==> src/hdl/rtc_cfg.svh <==
// Register offsets, field positions and reset values of the wheel bank
`ifndef RTC_CFG_SVH
`define RTC_CFG_SVH

`define RTC_OFS_FAULT      8'h01
`define RTC_OFS_POSITION   8'h02
`define RTC_OFS_CONFIG     8'h03
`define RTC_OFS_SENS       8'h04

`define RTC_CFG_FN_EN_BIT   0
`define RTC_CFG_TOUCH_BIT   2
`define RTC_CFG_REL_BIT     3
`define RTC_CFG_CLICK_BIT   7
`define RTC_CFG_RW_MASK     8'h8d

`define RTC_POS_ACTIVE_BIT  4
`define RTC_EVT_TOUCH_BASE  8'h10
`define RTC_EVT_RELEASE     8'h0f

`define RTC_RST_CONFIG      8'h00
`define RTC_RST_SENS        3'h0
`define RTC_RST_PTR         8'h00

`define RTC_I2C_BITS        4'h8

`endif

==> src/hdl/rtc_pkg.sv <==
// Types shared by the wheel register bank
`default_nettype none
package rtc_pkg;

    typedef struct packed {
        logic [1:0] fault;
        logic       active;
        logic [3:0] pos;
    } rtc_sense_t;

    typedef struct packed {
        logic       valid;
        logic [7:0] code;
    } rtc_evt_t;

    typedef enum logic [3:0] {
        ST_IDLE      = 4'b0000,
        ST_ADDR      = 4'b0001,
        ST_ADDR_ACK  = 4'b0010,
        ST_PTR       = 4'b0011,
        ST_PTR_ACK   = 4'b0100,
        ST_WDATA     = 4'b0101,
        ST_WDATA_ACK = 4'b0110,
        ST_RDATA     = 4'b0111,
        ST_RDATA_ACK = 4'b1000
    } rtc_state_t;

endpackage : rtc_pkg
`default_nettype wire

==> src/hdl/rtc_sync.sv <==
// Two-flop synchroniser, one stage pair per bit
`default_nettype none
module rtc_sync #(
    parameter int WIDTH = 2
) (
    input  wire logic             mclk,
    input  wire logic             rst_n,
    input  wire logic [WIDTH-1:0] async_in,
    output logic      [WIDTH-1:0] sync_out
);
    logic [WIDTH-1:0] meta_q;

    genvar i;
    generate
        for (i = 0; i < WIDTH; i++) begin : g_bit
            // Idle-high bus lines, so reset to one
            always_ff @(posedge mclk or negedge rst_n) begin
                if (!rst_n) begin
                    meta_q[i]   <= 1'b1;
                    sync_out[i] <= 1'b1;
                end else begin
                    meta_q[i]   <= async_in[i];
                    sync_out[i] <= meta_q[i];
                end
            end
        end
    endgenerate
endmodule : rtc_sync
`default_nettype wire

==> src/hdl/rtc_regs.sv <==
// Wheel status and configuration bank behind a two-wire slave port
`include "rtc_cfg.svh"
`default_nettype none
// Contract
// RULE_01: Fault bits 1-0 give 00 clean, 01 supply short, 10 ground short.
// RULE_02: Position reads 0 in bits 7-5, touch in bit 4, index in bits 3-0.
// RULE_03: Writes to the position register are ignored and change nothing.
// RULE_04: Position reads all zero when released or when the wheel is off.
// RULE_05: Touched: bit 4 set, bits 3-0 count clockwise from 0 north to 15.
// RULE_06: Config bit 0 enables the wheel function; clear disables it fully.
// RULE_07: Config bit 2 queues each touch as event code 0x10 plus position.
// RULE_08: Config bit 3 queues each release as event code 0x0f.
// RULE_09: Config bit 7 makes each touch fire a sounder click, else none.
// RULE_10: Config bits 6, 5, 4 and 1 read as zero and ignore written values.
// RULE_11: Sensitivity: 3-bit level in bits 2-0, upper write bits ignored.
// RULE_12: Host access drops the interrupt; it re-arms once the queue empties.
// RULE_13: Touch, release and click settings act only while the wheel is on.
module rtc_regs #(
    parameter logic [6:0] DEV_ADDR = 7'h2a  // Arbitrary slave address
) (
    input  wire logic               mclk,
    input  wire logic               rst_n,
    input  wire logic               scl_i,
    input  wire logic               sda_i,
    output logic                    sda_o,
    output logic                    sda_oe,
    input  wire rtc_pkg::rtc_sense_t sense,
    input  wire logic               fifo_empty,
    output rtc_pkg::rtc_evt_t       evt,
    output logic                    click,
    output logic                    irq_n,
    output logic                    wheel_function_enable,
    output logic [2:0]              sens_level
);
    logic [1:0]          bus_s;
    logic                scl_s;
    logic                sda_s;
    logic                scl_p_q;
    logic                sda_p_q;
    rtc_pkg::rtc_state_t st_q;
    logic [3:0]          cnt_q;
    logic [7:0]          sh_q;
    logic [7:0]          tx_q;
    logic [7:0]          ptr_q;
    logic                rw_q;
    logic                nack_q;
    logic                drive_q;
    logic [7:0]          cfg_q;
    logic [2:0]          sens_q;
    logic                prev_act_q;
    logic [3:0]          prev_pos_q;
    logic                irq_q;
    logic                armed_q;

    rtc_sync #(.WIDTH(2)) u_sync (
        .mclk     (mclk),
        .rst_n    (rst_n),
        .async_in ({scl_i, sda_i}),
        .sync_out (bus_s)
    );
    assign scl_s = bus_s[1];
    assign sda_s = bus_s[0];

    // Bus line events, all from synchronised copies
    wire scl_rise  = scl_s & ~scl_p_q;
    wire scl_fall  = ~scl_s & scl_p_q;
    wire start_det = scl_s & scl_p_q & sda_p_q & ~sda_s;
    wire stop_det  = scl_s & scl_p_q & ~sda_p_q & sda_s;
    wire byte_done = scl_fall & (cnt_q == `RTC_I2C_BITS);
    wire addr_hit  = (sh_q[7:1] == DEV_ADDR);
    wire wr_stb    = (st_q == rtc_pkg::ST_WDATA) & byte_done;
    wire access    = (st_q == rtc_pkg::ST_ADDR) & byte_done & addr_hit;

    // Register field views
    wire fn_en   = cfg_q[`RTC_CFG_FN_EN_BIT];                    // [RULE_06]
    wire live    = fn_en & sense.active;                         // [RULE_13]
    wire [7:0] pos_rd = live ? {3'h0, 1'b1, sense.pos}  // [RULE_02] [RULE_05]
                             : 8'h00;                   // [RULE_04]
    wire [7:0] flt_rd = {6'h00, sense.fault};                    // [RULE_01]
    wire [7:0] cfg_rd = cfg_q & `RTC_CFG_RW_MASK;                // [RULE_10]
    wire [7:0] sen_rd = {5'h00, sens_q};                         // [RULE_11]

    wire sel_flt = (ptr_q == `RTC_OFS_FAULT);
    wire sel_pos = (ptr_q == `RTC_OFS_POSITION);
    wire sel_cfg = (ptr_q == `RTC_OFS_CONFIG);
    wire sel_sen = (ptr_q == `RTC_OFS_SENS);
    // Unmapped offsets read as zero
    wire [7:0] rdata = ({8{sel_flt}} & flt_rd) | ({8{sel_pos}} & pos_rd)
                     | ({8{sel_cfg}} & cfg_rd) | ({8{sel_sen}} & sen_rd);

    // Wheel event detection
    wire touch_new = live & (~prev_act_q | (sense.pos != prev_pos_q));
    wire release_e = fn_en & ~sense.active & prev_act_q;
    wire push_t    = touch_new & cfg_q[`RTC_CFG_TOUCH_BIT];      // [RULE_07]
    wire push_r    = release_e & cfg_q[`RTC_CFG_REL_BIT];        // [RULE_08]

    assign sda_o  = 1'b0;
    assign sda_oe = drive_q;
    assign irq_n  = ~irq_q;
    assign wheel_function_enable = fn_en;
    assign sens_level = sens_q;

    always_ff @(posedge mclk or negedge rst_n) begin
        if (!rst_n) begin
            scl_p_q <= 1'b1;
            sda_p_q <= 1'b1;
        end else begin
            scl_p_q <= scl_s;
            sda_p_q <= sda_s;
        end
    end

    // Two-wire slave engine; start and stop override every state
    always_ff @(posedge mclk or negedge rst_n) begin
        if (!rst_n) begin
            st_q    <= rtc_pkg::ST_IDLE;
            cnt_q   <= 4'h0;
            sh_q    <= 8'h00;
            tx_q    <= 8'h00;
            ptr_q   <= `RTC_RST_PTR;
            rw_q    <= 1'b0;
            nack_q  <= 1'b0;
            drive_q <= 1'b0;
        end else if (start_det) begin
            st_q    <= rtc_pkg::ST_ADDR;
            cnt_q   <= 4'h0;
            drive_q <= 1'b0;
        end else if (stop_det) begin
            st_q    <= rtc_pkg::ST_IDLE;
            drive_q <= 1'b0;
        end else begin
            case (st_q)
                rtc_pkg::ST_ADDR, rtc_pkg::ST_PTR, rtc_pkg::ST_WDATA: begin
                    if (scl_rise) begin
                        sh_q  <= {sh_q[6:0], sda_s};
                        cnt_q <= cnt_q + 4'h1;
                    end else if (byte_done) begin
                        cnt_q <= 4'h0;
                        if (st_q == rtc_pkg::ST_ADDR) begin
                            // Foreign address: stay off the bus
                            if (addr_hit) begin
                                rw_q    <= sh_q[0];
                                drive_q <= 1'b1;
                                st_q    <= rtc_pkg::ST_ADDR_ACK;
                            end else begin
                                st_q <= rtc_pkg::ST_IDLE;
                            end
                        end else if (st_q == rtc_pkg::ST_PTR) begin
                            ptr_q   <= sh_q;
                            drive_q <= 1'b1;
                            st_q    <= rtc_pkg::ST_PTR_ACK;
                        end else begin
                            // Auto-increment so bursts walk the map
                            ptr_q   <= ptr_q + 8'h01;
                            drive_q <= 1'b1;
                            st_q    <= rtc_pkg::ST_WDATA_ACK;
                        end
                    end
                end
                rtc_pkg::ST_ADDR_ACK: begin
                    if (scl_fall) begin
                        if (rw_q) begin
                            tx_q    <= {rdata[6:0], 1'b0};
                            drive_q <= ~rdata[7];
                            ptr_q   <= ptr_q + 8'h01;
                            st_q    <= rtc_pkg::ST_RDATA;
                        end else begin
                            drive_q <= 1'b0;
                            st_q    <= rtc_pkg::ST_PTR;
                        end
                    end
                end
                rtc_pkg::ST_PTR_ACK, rtc_pkg::ST_WDATA_ACK: begin
                    if (scl_fall) begin
                        drive_q <= 1'b0;
                        st_q    <= rtc_pkg::ST_WDATA;
                    end
                end
                rtc_pkg::ST_RDATA: begin
                    if (scl_fall) begin
                        if (cnt_q == 4'h7) begin
                            cnt_q   <= 4'h0;
                            drive_q <= 1'b0;
                            st_q    <= rtc_pkg::ST_RDATA_ACK;
                        end else begin
                            cnt_q   <= cnt_q + 4'h1;
                            drive_q <= ~tx_q[7];
                            tx_q    <= {tx_q[6:0], 1'b0};
                        end
                    end
                end
                rtc_pkg::ST_RDATA_ACK: begin
                    if (scl_rise) begin
                        nack_q <= sda_s;
                    end else if (scl_fall) begin
                        if (!nack_q) begin
                            tx_q    <= {rdata[6:0], 1'b0};
                            drive_q <= ~rdata[7];
                            ptr_q   <= ptr_q + 8'h01;
                            st_q    <= rtc_pkg::ST_RDATA;
                        end else begin
                            st_q <= rtc_pkg::ST_IDLE;
                        end
                    end
                end
                default: begin
                    drive_q <= 1'b0;
                    cnt_q   <= 4'h0;
                end
            endcase
        end
    end

    // Writable fields; fault and position offsets take no write
    always_ff @(posedge mclk or negedge rst_n) begin
        if (!rst_n) begin
            cfg_q  <= `RTC_RST_CONFIG;
            sens_q <= `RTC_RST_SENS;
        end else if (wr_stb) begin
            if (sel_cfg) begin
                cfg_q <= sh_q & `RTC_CFG_RW_MASK;  // [RULE_06] [RULE_10]
            end
            if (sel_sen) begin
                sens_q <= sh_q[2:0];               // [RULE_11]
            end
        end                                        // [RULE_03]
    end

    // Track last reported touch; disabled function forgets it
    always_ff @(posedge mclk or negedge rst_n) begin
        if (!rst_n) begin
            prev_act_q <= 1'b0;
            prev_pos_q <= 4'h0;
        end else begin
            prev_act_q <= live;                    // [RULE_13]
            prev_pos_q <= sense.pos;
        end
    end

    // Queue push and click strobes, one cycle each
    always_ff @(posedge mclk or negedge rst_n) begin
        if (!rst_n) begin
            evt   <= '0;
            click <= 1'b0;
        end else begin
            evt.valid <= push_t | push_r;
            evt.code  <= push_t ? (`RTC_EVT_TOUCH_BASE | {4'h0, sense.pos})
                                : `RTC_EVT_RELEASE;  // [RULE_07] [RULE_08]
            click <= touch_new & cfg_q[`RTC_CFG_CLICK_BIT];     // [RULE_09]
        end
    end

    // Access drops the line and disarms until the queue is drained
    always_ff @(posedge mclk or negedge rst_n) begin
        if (!rst_n) begin
            irq_q   <= 1'b0;
            armed_q <= 1'b1;
        end else begin
            if (access) begin
                armed_q <= 1'b0;                                // [RULE_12]
            end else if (fifo_empty) begin
                armed_q <= 1'b1;                                // [RULE_12]
            end
            if ((push_t | push_r) & armed_q & ~access) begin
                irq_q <= 1'b1;
            end else if (access) begin
                irq_q <= 1'b0;                                  // [RULE_12]
            end
        end
    end

endmodule : rtc_regs
`default_nettype wire

==> config.mk <==
export PLATFORM = sky130hd
export DESIGN_NAME = rtc_regs
export DESIGN_NICKNAME = d
export VERILOG_FILES = /design/src/hdl/rtc_pkg.sv /design/src/hdl/rtc_sync.sv /design/src/hdl/rtc_regs.sv
export VERILOG_INCLUDE_DIRS = /design/src /design/src/hdl
export SDC_FILE = /design/constraint.sdc
export NUM_CORES = 1
export LEC_CHECK = 0
export ABC_AREA = 1
export BUFFER_PORTS_ARGS = -buffer_cell sky130_fd_sc_hd__buf_2
export CAP_MARGIN = 20
export CORE_MARGIN = 3
export CORE_UTILIZATION = 64
export CTS_CLUSTER_SIZE = 8
export DETAILED_ROUTE_END_ITERATION = 8
export PLACE_DENSITY_LB_ADDON = 0.25
export SKIP_LAST_GASP = 1
export SYNTH_ARGS = -nofsm -noshare
export SYNTH_HDL_FRONTEND = slang
export SYNTH_SLANG_ARGS = --single-unit
==> constraint.sdc <==
create_clock -name mclk -period 3.9 [get_ports mclk]
set_input_delay 0.39 -clock mclk [delete_from_list [all_inputs] [get_ports mclk]]
set_output_delay 0.39 -clock mclk [all_outputs]
set_load 0.02 [all_outputs]
==> results of run 1 <==
area by class of cell:
| cell class | count | area, µm² |
|---|---|---|
| Sequential cell | 61 | 1540 |
| Multi-Input combinational cell | 315 | 1510 |
| Fill cell | 367 | 1170 |
| Inverter | 58 | 218 |
| Clock buffer | 12 | 165 |
| Timing Repair Buffer | 25 | 128 |
| Tap cell | 67 | 83.8 |
| Clock inverter | 4 | 45.0 |
path summary, 6_finish.rpt:
check,endpoint,startpoint,cells after the start
worst max-delay path,ptr_q[0],scl_p_q,10
worst min-delay path,u_sync.meta_q[1],scl_i,1
worst max register to register,ptr_q[0],scl_p_q,10
worst min register to register,u_sync.sync_out[1],u_sync.meta_q[1],0
max in group asynchronous,prev_pos_q[0],rst_n,2
min in group asynchronous,evt[0],rst_n,2
logic make-up (layout without fill, tap and decap cells):
family                     Yosys count  after routing  share of synthesized area
and+or+nand+nor                    254            254                      0.338
buffers and inverters               65             99                     0.0830
DFF                                 61             61                      0.465
AOI/OAI and AO/OA                   44             44                     0.0723
xor gates and xnor gates             7              7                     0.0186
adders and majority gates            6              6                     0.0227
other                                1              4                    0.00114
flip-flops by register name (all words and copies together), names as in the netlist, 2 cells and up:
register,flops
sens_level,3
cnt_q,4
evt,6
u_sync.meta_q,2
ptr_q,8
prev_pos_q,4
st_q,4
tx_q,7
cfg_q,4
sh_q,8
u_sync.sync_out,2
per-stage QoR:
| stage | power, W | instance area (µm²) |
|---|---|---|
| CTS | 0.00236 | 3680 |
| floorplan | 0.00156 | 3310 |
| detailed placement | 0.00177 | 3470 |
| global placement | 0.00175 | 3470 |
| global route | 0.00255 | 3680 |
| finish | 0.00238 | 3680 |
synthesized netlist by cell type:
library cell                 n  area share
sky130_fd_sc_hd__o21ai_1     7       0.011
sky130_fd_sc_hd__dfrtp_1    54        0.41
sky130_fd_sc_hd__nor2_2      5      0.0095
sky130_fd_sc_hd__o21ai_0    29       0.044
sky130_fd_sc_hd__clkinv_1    1      0.0011
sky130_fd_sc_hd__dfstp_2     7       0.056
sky130_fd_sc_hd__xnor2_1     1      0.0027
sky130_fd_sc_hd__inv_1      49       0.056
sky130_fd_sc_hd__nand3_2     3      0.0091
sky130_fd_sc_hd__nand4_1    13       0.025
sky130_fd_sc_hd__nor3_2      2      0.0061
sky130_fd_sc_hd__nor2_4      1      0.0034
sky130_fd_sc_hd__nand3_1    34       0.052
sky130_fd_sc_hd__a21oi_1     3      0.0045
sky130_fd_sc_hd__and3_1      1      0.0019
sky130_fd_sc_hd__buf_6       2      0.0068
sky130_fd_sc_hd__nand2_1   148        0.17
sky130_fd_sc_hd__or2_0       1      0.0019
sky130_fd_sc_hd__o21ai_2     5       0.013
sky130_fd_sc_hd__xor2_1      6       0.016
sky130_fd_sc_hd__nand3b_2    1      0.0034
sky130_fd_sc_hd__conb_1      1      0.0011
sky130_fd_sc_hd__nand2_2     6       0.011
sky130_fd_sc_hd__nor2_1     34       0.039
sky130_fd_sc_hd__nor3_1      4      0.0061
sky130_fd_sc_hd__inv_2       8      0.0091
sky130_fd_sc_hd__or2_2       1      0.0019
sky130_fd_sc_hd__buf_4       4      0.0091
sky130_fd_sc_hd__ha_1        6       0.023
sky130_fd_sc_hd__clkbuf_1    1      0.0011
worst max-delay path, delay by kind of cell, from the launching register on:
kind          cells  cell delay, ns
flops             1            0.56
simple gates      7            1.07
buf+inv           3            0.31
layer usage:
| layer | GRT usage | up-vias | part of all wire |
|---|---|---|---|
| met4 | 0.121 | 0 | 0.024 |
| met3 | 0.0510 | 21 | 0.073 |
| li1 | - | 1441 | - |
| met5 | 0 | - | 0 |
| met1 | 0.366 | 1352 | 0.44 |
| met2 | 0.461 | 137 | 0.46 |
where the power goes:
part           switching (W)  internal (W)  leakage [nW]
logic               0.000668      0.000282          1.08
clock network       0.000250      0.000344         0.112
registers           0.000105      0.000735         0.777
total                0.00102       0.00136          1.97
==> impl_metrics.env, run 1 <==
export IMPL_run_status="completed"
export IMPL_total_gr_overflow=0
export IMPL_globalRouteTotalUtil=0.282
export IMPL_final_min_period_over_clock_period=0.513
export IMPL_clk_insertion_delay_late_ns=0.34
export IMPL_starting_density_of_the_core=0.681
export IMPL_critical_path_max_stage_delay_ns=0.56
export IMPL_setup_ws_ns=1.90
export IMPL_timing_critical_path_fanout_max=13
export IMPL_boundaryPins=29
export IMPL_ir_worst_vdd_uv=499
export IMPL_yosysUniqueCellTypes=30
export IMPL_synth_warnings=0
export IMPL_worstHoldPathType="primary input to flop"
export IMPL_antenna_diode_instance_count=0
export IMPL_post_route_setup_tns_ns=0
export IMPL_rows=25
export IMPL_critical_path_class="flop to flop"
export IMPL_tightest_slew_ns=0.758
export IMPL_p_per_area_mw_per_mm2=648
export IMPL_endpoint_kind_of_the_worst_setup_timing_path="flop"
export IMPL_cts_tree="yes"
export IMPL_ctsHoldBuffers=0
export IMPL_post_route_cells_drive_above_1_share=0.168
export IMPL_finalCoreUtilization=0.759
export IMPL_placed_cells=526
export IMPL_worst_hold_slack_ns=0.146
export IMPL_setup_violations_final=0
export IMPL_flow_area_growth_from_synthesis_pct=11.4
export IMPL_achievable_frequency_ghz=0.499
export IMPL_layout_commonest_cell="sky130_fd_sc_hd__nand2_1"
export IMPL_grt_max_degree=62
export IMPL_routed_via_density=5.44
export IMPL_netlist_area_mm2=0.00330
export IMPL_cp_data_required_time_ns=4.18
export IMPL_number_of_post_cts_setup_repair_buffers=0
export IMPL_sink_count=61
export IMPL_ys_seq_elements=61
export IMPL_setup_repair_after_global_routing_missed_its_margin="no"
export IMPL_cts_reportedPaths_clkPinSlew_ns=0.07
export IMPL_critical_path_cell_with_the_highest_stage_delay="sky130_fd_sc_hd__dfstp_2"
export IMPL_first_global_vias=2826
export IMPL_grt_antenna_before_repair=0
export IMPL_ctsHtreeMaxLevel=3
export IMPL_detail_route_antenna_nets=0
export IMPL_detailroute_via_count=2951
export IMPL_detailedRoute_firstPassIterationCount=5
export IMPL_maxCapViolations=0
export IMPL_critPathArrivalTime_ns=2.28
export IMPL_cts_resized=0
export IMPL_synth_seq_area_share=0.465
export IMPL_floorplan_die_width_um=77.8
export IMPL_clock_root_buffer="sky130_fd_sc_hd__clkbuf_8"
export IMPL_pre_cts_ws_ns=1.91
export IMPL_netlist_instances=438
export IMPL_synthesis_area_per_instance_um2=7.54
export IMPL_timing_final_hold_violations=0
export IMPL_final_nets=488
export IMPL_routedWlPerCell_um=14.4
export IMPL_dpl_hpwl_um=5510
export IMPL_crit_chain="inv_1, nor2_1, nand4_1, nand2_2, inv_2, nor2_2, nand3b_2, inv_1, nand2_1, nand2_1"
export IMPL_slew_headroom=0.495
export IMPL_port_buffers=24
export IMPL_place_congestion=0.932
export IMPL_floorplan_die_area_mm2=0.00606
export IMPL_reg2reg_slack_ns=1.90
export IMPL_timing_max_transition_violations_final=0
export IMPL_finalWorstPathRequiredPeriod_ns=2.00
export IMPL_static_leakage_power_nw=1.97
export IMPL_route_final_wire_length_um=7790
export IMPL_global_route_wire_length_before_repair_um=13300
export IMPL_start_kind="flop"
export IMPL_count_of_unresolved_drc_violations_after_routing=0
export IMPL_drt_iter0_drc=203
export IMPL_cts_buffer_count=9
export IMPL_final_cell_mix="sky130_fd_sc_hd__nand2_1, sky130_fd_sc_hd__dfrtp_1, sky130_fd_sc_hd__inv_1"
export IMPL_clk_path_buf_depth=2
export IMPL_layout_cells_non_filler=542
export IMPL_dieHeight_um=77.8
export IMPL_fp_coreArea_mm2=0.00485
export IMPL_clock_skews_ns=0.00267
Power figures use the tool's default switching activity.
==> inputs of run 2 (changes only) <==
CORE_UTILIZATION = 54   (was 64)
clock period = 1.8 ns   (was 3.9 ns; I/O delays follow)
==> impl_metrics.env, run 2 (synthesis gave the netlist of run 1 again) <==
export IMPL_fraction_of_power_consumed_by_sequential_logic=0.339
export IMPL_detailroute_via_count=3035
export IMPL_slew_headroom=0.617
export IMPL_layout_cells_non_filler=567
export IMPL_setup_ws_ns=0.0382
export IMPL_worstHoldPathType="primary input to flop"
export IMPL_achievable_frequency_ghz=0.568
export IMPL_sink_count=61
export IMPL_floorplan_die_area_mm2=0.00709
export IMPL_seqCellArea_mm2=0.00154
export IMPL_timing_final_hold_violations=0
export IMPL_total_gr_overflow=0
export IMPL_cts_reportedPaths_clkPinSlew_ns=0.07
export IMPL_ir_worst_vdd_uv=849
export IMPL_clock_root_buffer="sky130_fd_sc_hd__clkbuf_8"
export IMPL_flow_area_growth_from_synthesis_pct=19.2
export IMPL_critPathArrivalTime_ns=2.04
export IMPL_post_route_cells_drive_above_1_share=0.206
export IMPL_maxCapViolations=0
export IMPL_net_switching_power_w=0.00234
export IMPL_boundaryPins=29
export IMPL_endpoint_kind_of_the_worst_setup_timing_path="flop"
export IMPL_filler_cell_count=465
export IMPL_detail_route_antenna_nets=0
export IMPL_reg2reg_slack_ns=0.04
export IMPL_placed_cells=541
export IMPL_clk_path_buf_depth=2
export IMPL_part_of_the_total_power_dissipated_in_the_clock_network=0.233
export IMPL_setup_violations_final=0
export IMPL_reg2reg_to="ptr_q[5]"
export IMPL_static_leakage_power_nw=2.07
export IMPL_route_final_wire_length_um=7910
export IMPL_count_of_unresolved_drc_violations_after_routing=0
export IMPL_cts_tree="yes"
export IMPL_start_kind="flop"
export IMPL_swShare=0.434
export IMPL_routedWlPerCell_um=13.9
export IMPL_port_buffers=24
export IMPL_setup_repair_after_global_routing_missed_its_margin="yes"
export IMPL_finalCoreUtilization=0.689
export IMPL_reg_largest_list="ptr_q: 8 flops, sh_q: 8 flops, tx_q: 7 flops"
export IMPL_timing_critical_path_fanout_max=7
export IMPL_clk_insertion_delay_late_ns=0.34
export IMPL_dpl_hpwl_um=5480
export IMPL_pre_cts_ws_ns=-0.0783
export IMPL_final_nets=508
export IMPL_floorplan_die_width_um=84.2
export IMPL_ctsHtreeMaxLevel=3
export IMPL_place_congestion=0.977
export IMPL_power_report_internal_total_w=0.00304
export IMPL_drt_iter0_drc=236
export IMPL_fp_coreArea_mm2=0.00571
export IMPL_detailedRoute_firstPassIterationCount=5
export IMPL_final_cell_mix="sky130_fd_sc_hd__nand2_1, sky130_fd_sc_hd__dfrtp_1, sky130_fd_sc_hd__inv_1"
export IMPL_first_global_vias=2906
export IMPL_critPathLaunch="scl_p_q"
export IMPL_dieHeight_um=84.2
export IMPL_worstSetupEndpoint="ptr_q[5]"
export IMPL_antenna_diode_instance_count=0
export IMPL_final_min_period_over_clock_period=0.979
export IMPL_critical_path_class="flop to flop"
export IMPL_run_status="completed"
export IMPL_timing_max_transition_violations_final=0
export IMPL_p_per_area_mw_per_mm2=1370
export IMPL_ff2ff_path_depth=10
export IMPL_multi_input_area_mm2=0.00159
export IMPL_clock_skews_ns=0.0102
export IMPL_r2r_start="scl_p_q"
export IMPL_global_route_wire_length_before_repair_um=13000
export IMPL_tightest_slew_ns=0.575
export IMPL_routed_via_density=5.35
export IMPL_starting_density_of_the_core=0.579
export IMPL_worst_hold_slack_ns=0.0682
export IMPL_p_comb_frac=0.428
export IMPL_globalRouteTotalUtil=0.228
export IMPL_layout_commonest_cell="sky130_fd_sc_hd__nand2_1"
export IMPL_cp_data_required_time_ns=2.08
export IMPL_post_route_setup_tns_ns=0
export IMPL_finalWorstPathRequiredPeriod_ns=1.76
export IMPL_rows=27
export IMPL_grt_max_degree=38
export IMPL_grt_antenna_before_repair=0
export IMPL_cts_buffer_count=9
## run 2: critical path, stage by stage, from the launching register on
cell and delay, ns:
sky130_fd_sc_hd__dfstp_2 0.56, sky130_fd_sc_hd__inv_1 0.08, sky130_fd_sc_hd__nor2_4 0.12, sky130_fd_sc_hd__nand4_1 0.14
sky130_fd_sc_hd__nand2_2 0.12, sky130_fd_sc_hd__inv_2 0.06, sky130_fd_sc_hd__nor2_4 0.20, sky130_fd_sc_hd__nand3b_4 0.17
sky130_fd_sc_hd__inv_2 0.12, sky130_fd_sc_hd__nand2_1 0.06, sky130_fd_sc_hd__nand2_1 0.06
## run 2: power groups by stage
| stage | registers (W) | clock network (W) | logic [W] |
|---|---|---|---|
| after CTS | 0.00180 | 0.00127 | 0.00207 |
| after floorplan | 0.00178 | 0 | 0.00160 |
| final | 0.00182 | 0.00125 | 0.00230 |
| after global routing | 0.00185 | 0.00133 | 0.00258 |
| after global placement | 0.00182 | 0 | 0.00197 |
| after detailed placement | 0.00182 | 0 | 0.00203 |
## run 2: how the worst min path moves through the flow
| stage | from | to | slack [ns] | cells past startpoint |
|---|---|---|---|---|
| final | fifo_empty | armed_q | 0.07 | 3 |
| after global routing | fifo_empty | armed_q | 0.07 | 3 |
| after CTS | fifo_empty | armed_q | 0.06 | 3 |
| after detailed placement | rst_n | evt[4] | 0.21 | 1 |
| after global placement | rst_n | evt[4] | 0.20 | 1 |
| after floorplan | rst_n | cfg_q[0] | -0.12 | 0 |
## run 2: stage by stage
stage	total power, W	cell area [µm²]
floorplan	0.00338	3310
global placement	0.00380	3560
detailed placement	0.00385	3560
CTS	0.00515	3840
global route	0.00576	3940
finish	0.00538	3940
## run 2: layer usage
metal | vias to the layer above | track usage | share of wire
met1 | 1385 | 0.289 | 0.44
met3 | 28 | 0.0589 | 0.065
met4 | 0 | 0.102 | 0.042
li1 | 1493 | - | -
met2 | 129 | 0.366 | 0.45
met5 | - | 0 | 0
## run 2: cell type report
class	count	share of cell area
multi-input combinational	316	0.403
sequential	61	0.390
timing repair buffer	44	0.0763
inverter	58	0.0559
clock buffer	12	0.0394
tap	72	0.0229
clock inverter	4	0.0121
## run 2: timing repair
item	in CTS	in global routing
hold buffers	7	0
cloned	0	1
setup endpoints to repair	8	32
buffers inserted	0	2
pin swaps	0	5
resized for setup	1	17
hold endpoints to repair	28	0
==> inputs of run 3 (changes only) <==
MAX_ROUTING_LAYER = met4   (was default)
==> impl_metrics.env, run 3 (synthesis gave the netlist of run 1 again) <==
export IMPL_achievable_frequency_ghz=0.579
export IMPL_antenna_diode_instance_count=0
export IMPL_maxCapViolations=0
export IMPL_timing_critical_path_fanout_max=7
export IMPL_worst_hold_slack_ns=0.00783
export IMPL_place_congestion=0.951
export IMPL_grt_antenna_before_repair=0
export IMPL_detailroute_via_count=3062
export IMPL_r2r_start="st_q[2]"
export IMPL_first_global_vias=2901
export IMPL_fp_coreArea_mm2=0.00571
export IMPL_port_buffers=24
export IMPL_global_route_wire_length_before_repair_um=13100
export IMPL_final_cell_mix="sky130_fd_sc_hd__nand2_1, sky130_fd_sc_hd__dfrtp_1, sky130_fd_sc_hd__inv_1"
export IMPL_route_final_wire_length_um=7780
export IMPL_critical_path_class="flop to flop"
export IMPL_rows=27
export IMPL_static_leakage_power_nw=2.09
export IMPL_post_route_setup_tns_ns=0
export IMPL_ctsHtreeMaxLevel=3
export IMPL_endpoint_kind_of_the_worst_setup_timing_path="flop"
export IMPL_critical_path_cell_with_the_highest_stage_delay="sky130_fd_sc_hd__dfrtp_1"
export IMPL_critPathArrivalTime_ns=2.00
export IMPL_count_of_unresolved_drc_violations_after_routing=0
export IMPL_tightest_slew_ns=0.597
export IMPL_clock_skews_ns=0.00838
export IMPL_flow_area_growth_from_synthesis_pct=20.6
export IMPL_cts_tree="yes"
export IMPL_path_common_cell="sky130_fd_sc_hd__nor2_1"
export IMPL_boundaryPins=29
export IMPL_setup_violations_final=0
export IMPL_routedWlPerCell_um=13.6
export IMPL_critical_path_max_stage_delay_ns=0.46
export IMPL_final_min_period_over_clock_period=0.959
export IMPL_routed_via_density=5.37
export IMPL_run_status="completed"
export IMPL_reg_largest_list="ptr_q: 8 flops, sh_q: 8 flops, tx_q: 7 flops"
export IMPL_drt_iter0_drc=223
export IMPL_detailedRoute_firstPassIterationCount=5
export IMPL_final_nets=511
export IMPL_timing_final_hold_violations=0
export IMPL_dieHeight_um=84.2
export IMPL_sink_count=61
export IMPL_cts_reportedPaths_clkPinSlew_ns=0.07
export IMPL_cts_buffer_count=9
export IMPL_crit_chain="inv_2, nor2_1, nand2_1, nand2_2, nor2_1, nor2_4, nand3b_4, buf_4, o21ai_2"
export IMPL_starting_density_of_the_core=0.579
export IMPL_finalWorstPathRequiredPeriod_ns=1.73
export IMPL_clock_root_buffer="sky130_fd_sc_hd__clkbuf_8"
export IMPL_post_route_cells_drive_above_1_share=0.225
export IMPL_setup_repair_after_global_routing_missed_its_margin="yes"
export IMPL_floorplan_die_area_mm2=0.00709
export IMPL_dpl_hpwl_um=5540
export IMPL_clk_path_buf_depth=2
export IMPL_total_gr_overflow=0
export IMPL_critPathLaunch="st_q[2]"
export IMPL_detail_route_antenna_nets=0
export IMPL_start_kind="flop"
export IMPL_layout_commonest_cell="sky130_fd_sc_hd__nand2_1"
export IMPL_timing_max_transition_violations_final=0
export IMPL_ir_worst_vdd_uv=782
export IMPL_p_per_area_mw_per_mm2=1370
export IMPL_globalRouteTotalUtil=0.237
export IMPL_clk_insertion_delay_late_ns=0.34
export IMPL_slew_headroom=0.602
export IMPL_worstHoldPathType="primary input to flop"
export IMPL_cp_data_required_time_ns=2.07
export IMPL_floorplan_die_width_um=84.2
export IMPL_grt_max_degree=38
export IMPL_timing_hold_worst_start="sense[2]"
==> run 3: cell types whose count changed in the layout (fill, tap and decap cells not counted), moves of 2 or more <==
cell | previous run | this run
sky130_fd_sc_hd__dfrtp_1 | 53 | 51
sky130_fd_sc_hd__inv_2 | 8 | 11
sky130_fd_sc_hd__dfrtp_2 | 1 | 3
sky130_fd_sc_hd__buf_4 | 12 | 16
sky130_fd_sc_hd__nand3_4 | 0 | 2
sky130_fd_sc_hd__inv_1 | 48 | 46
==> run 3: stage by stage <==
| stage | power, W | cell area [µm²] | setup slack [ns] | cells | util |
|---|---|---|---|---|---|
| after floorplan | 0.00338 | 3310 | 0.194 | 441 | - |
| after global placement | 0.00381 | 3570 | -0.0208 | 542 | 0.625 |
| after detailed placement | 0.00385 | 3570 | -0.102 | 542 | 0.625 |
| after CTS | 0.00517 | 3850 | 0.0776 | 564 | 0.675 |
| after global routing | 0.00587 | 3980 | -0.0371 | 570 | 0.698 |
| final | 0.00546 | 3980 | 0.0733 | 570 | 0.698 |
==> run 3: final cells by class <==
class	instances	area [µm²]
flip-flops and latches	61	1540
multi-input cells	316	1610
fillers	453	1730
clock buffers	12	165
clock inverters	4	45.0
repair buffers	47	320
well taps	72	90.1
inverters	58	218
==> run 3: worst max-delay path, delay by kind of cell (launching register included) <==
kind            cells  cell delay (ns)
compound gates      1             0.09
buf+inv             2             0.27
flops               1             0.46
simple gates        6             0.84
==> run 3: final timing paths <==
path / endpoint / slack, ns / depth (start not counted)
max: ptr_q[2] / 0.07 / 9
min reg2reg: u_sync.sync_out[1] / 0.35 / 0
max in group asynchronous: u_sync.meta_q[1] / 0.75 / 3
max reg2reg: ptr_q[2] / 0.07 / 9
min: prev_pos_q[2] / 0.008 / 1
min in group asynchronous: evt[4] / 0.38 / 2
==> run 3: routing by layer <==
layer / up-vias / routed length, µm / global-route usage
li1: 1493 / - / -
met3: 17 / 584 / 0.0667
met2: 118 / 3640 / 0.366
met1: 1434 / 3360 / 0.300
met5: - / 0 / -
met4: 0 / 194 / 0.0848
==> run 3: repair_timing <==
item	4_1_cts	5_1_grt
resized for setup	2	22
cloned	0	1
setup endpoints to repair	8	24
hold buffers	6	0
pin swaps	0	2
hold endpoints to repair	27	0
buffers inserted	0	5
==> run 3: power by group <==
part	leakage, nW	switching, W	internal [W]
logic	1.20	0.00155	0.000802
clock network	0.112	0.000523	0.000745
registers	0.773	0.000240	0.00160
total	2.09	0.00231	0.00315
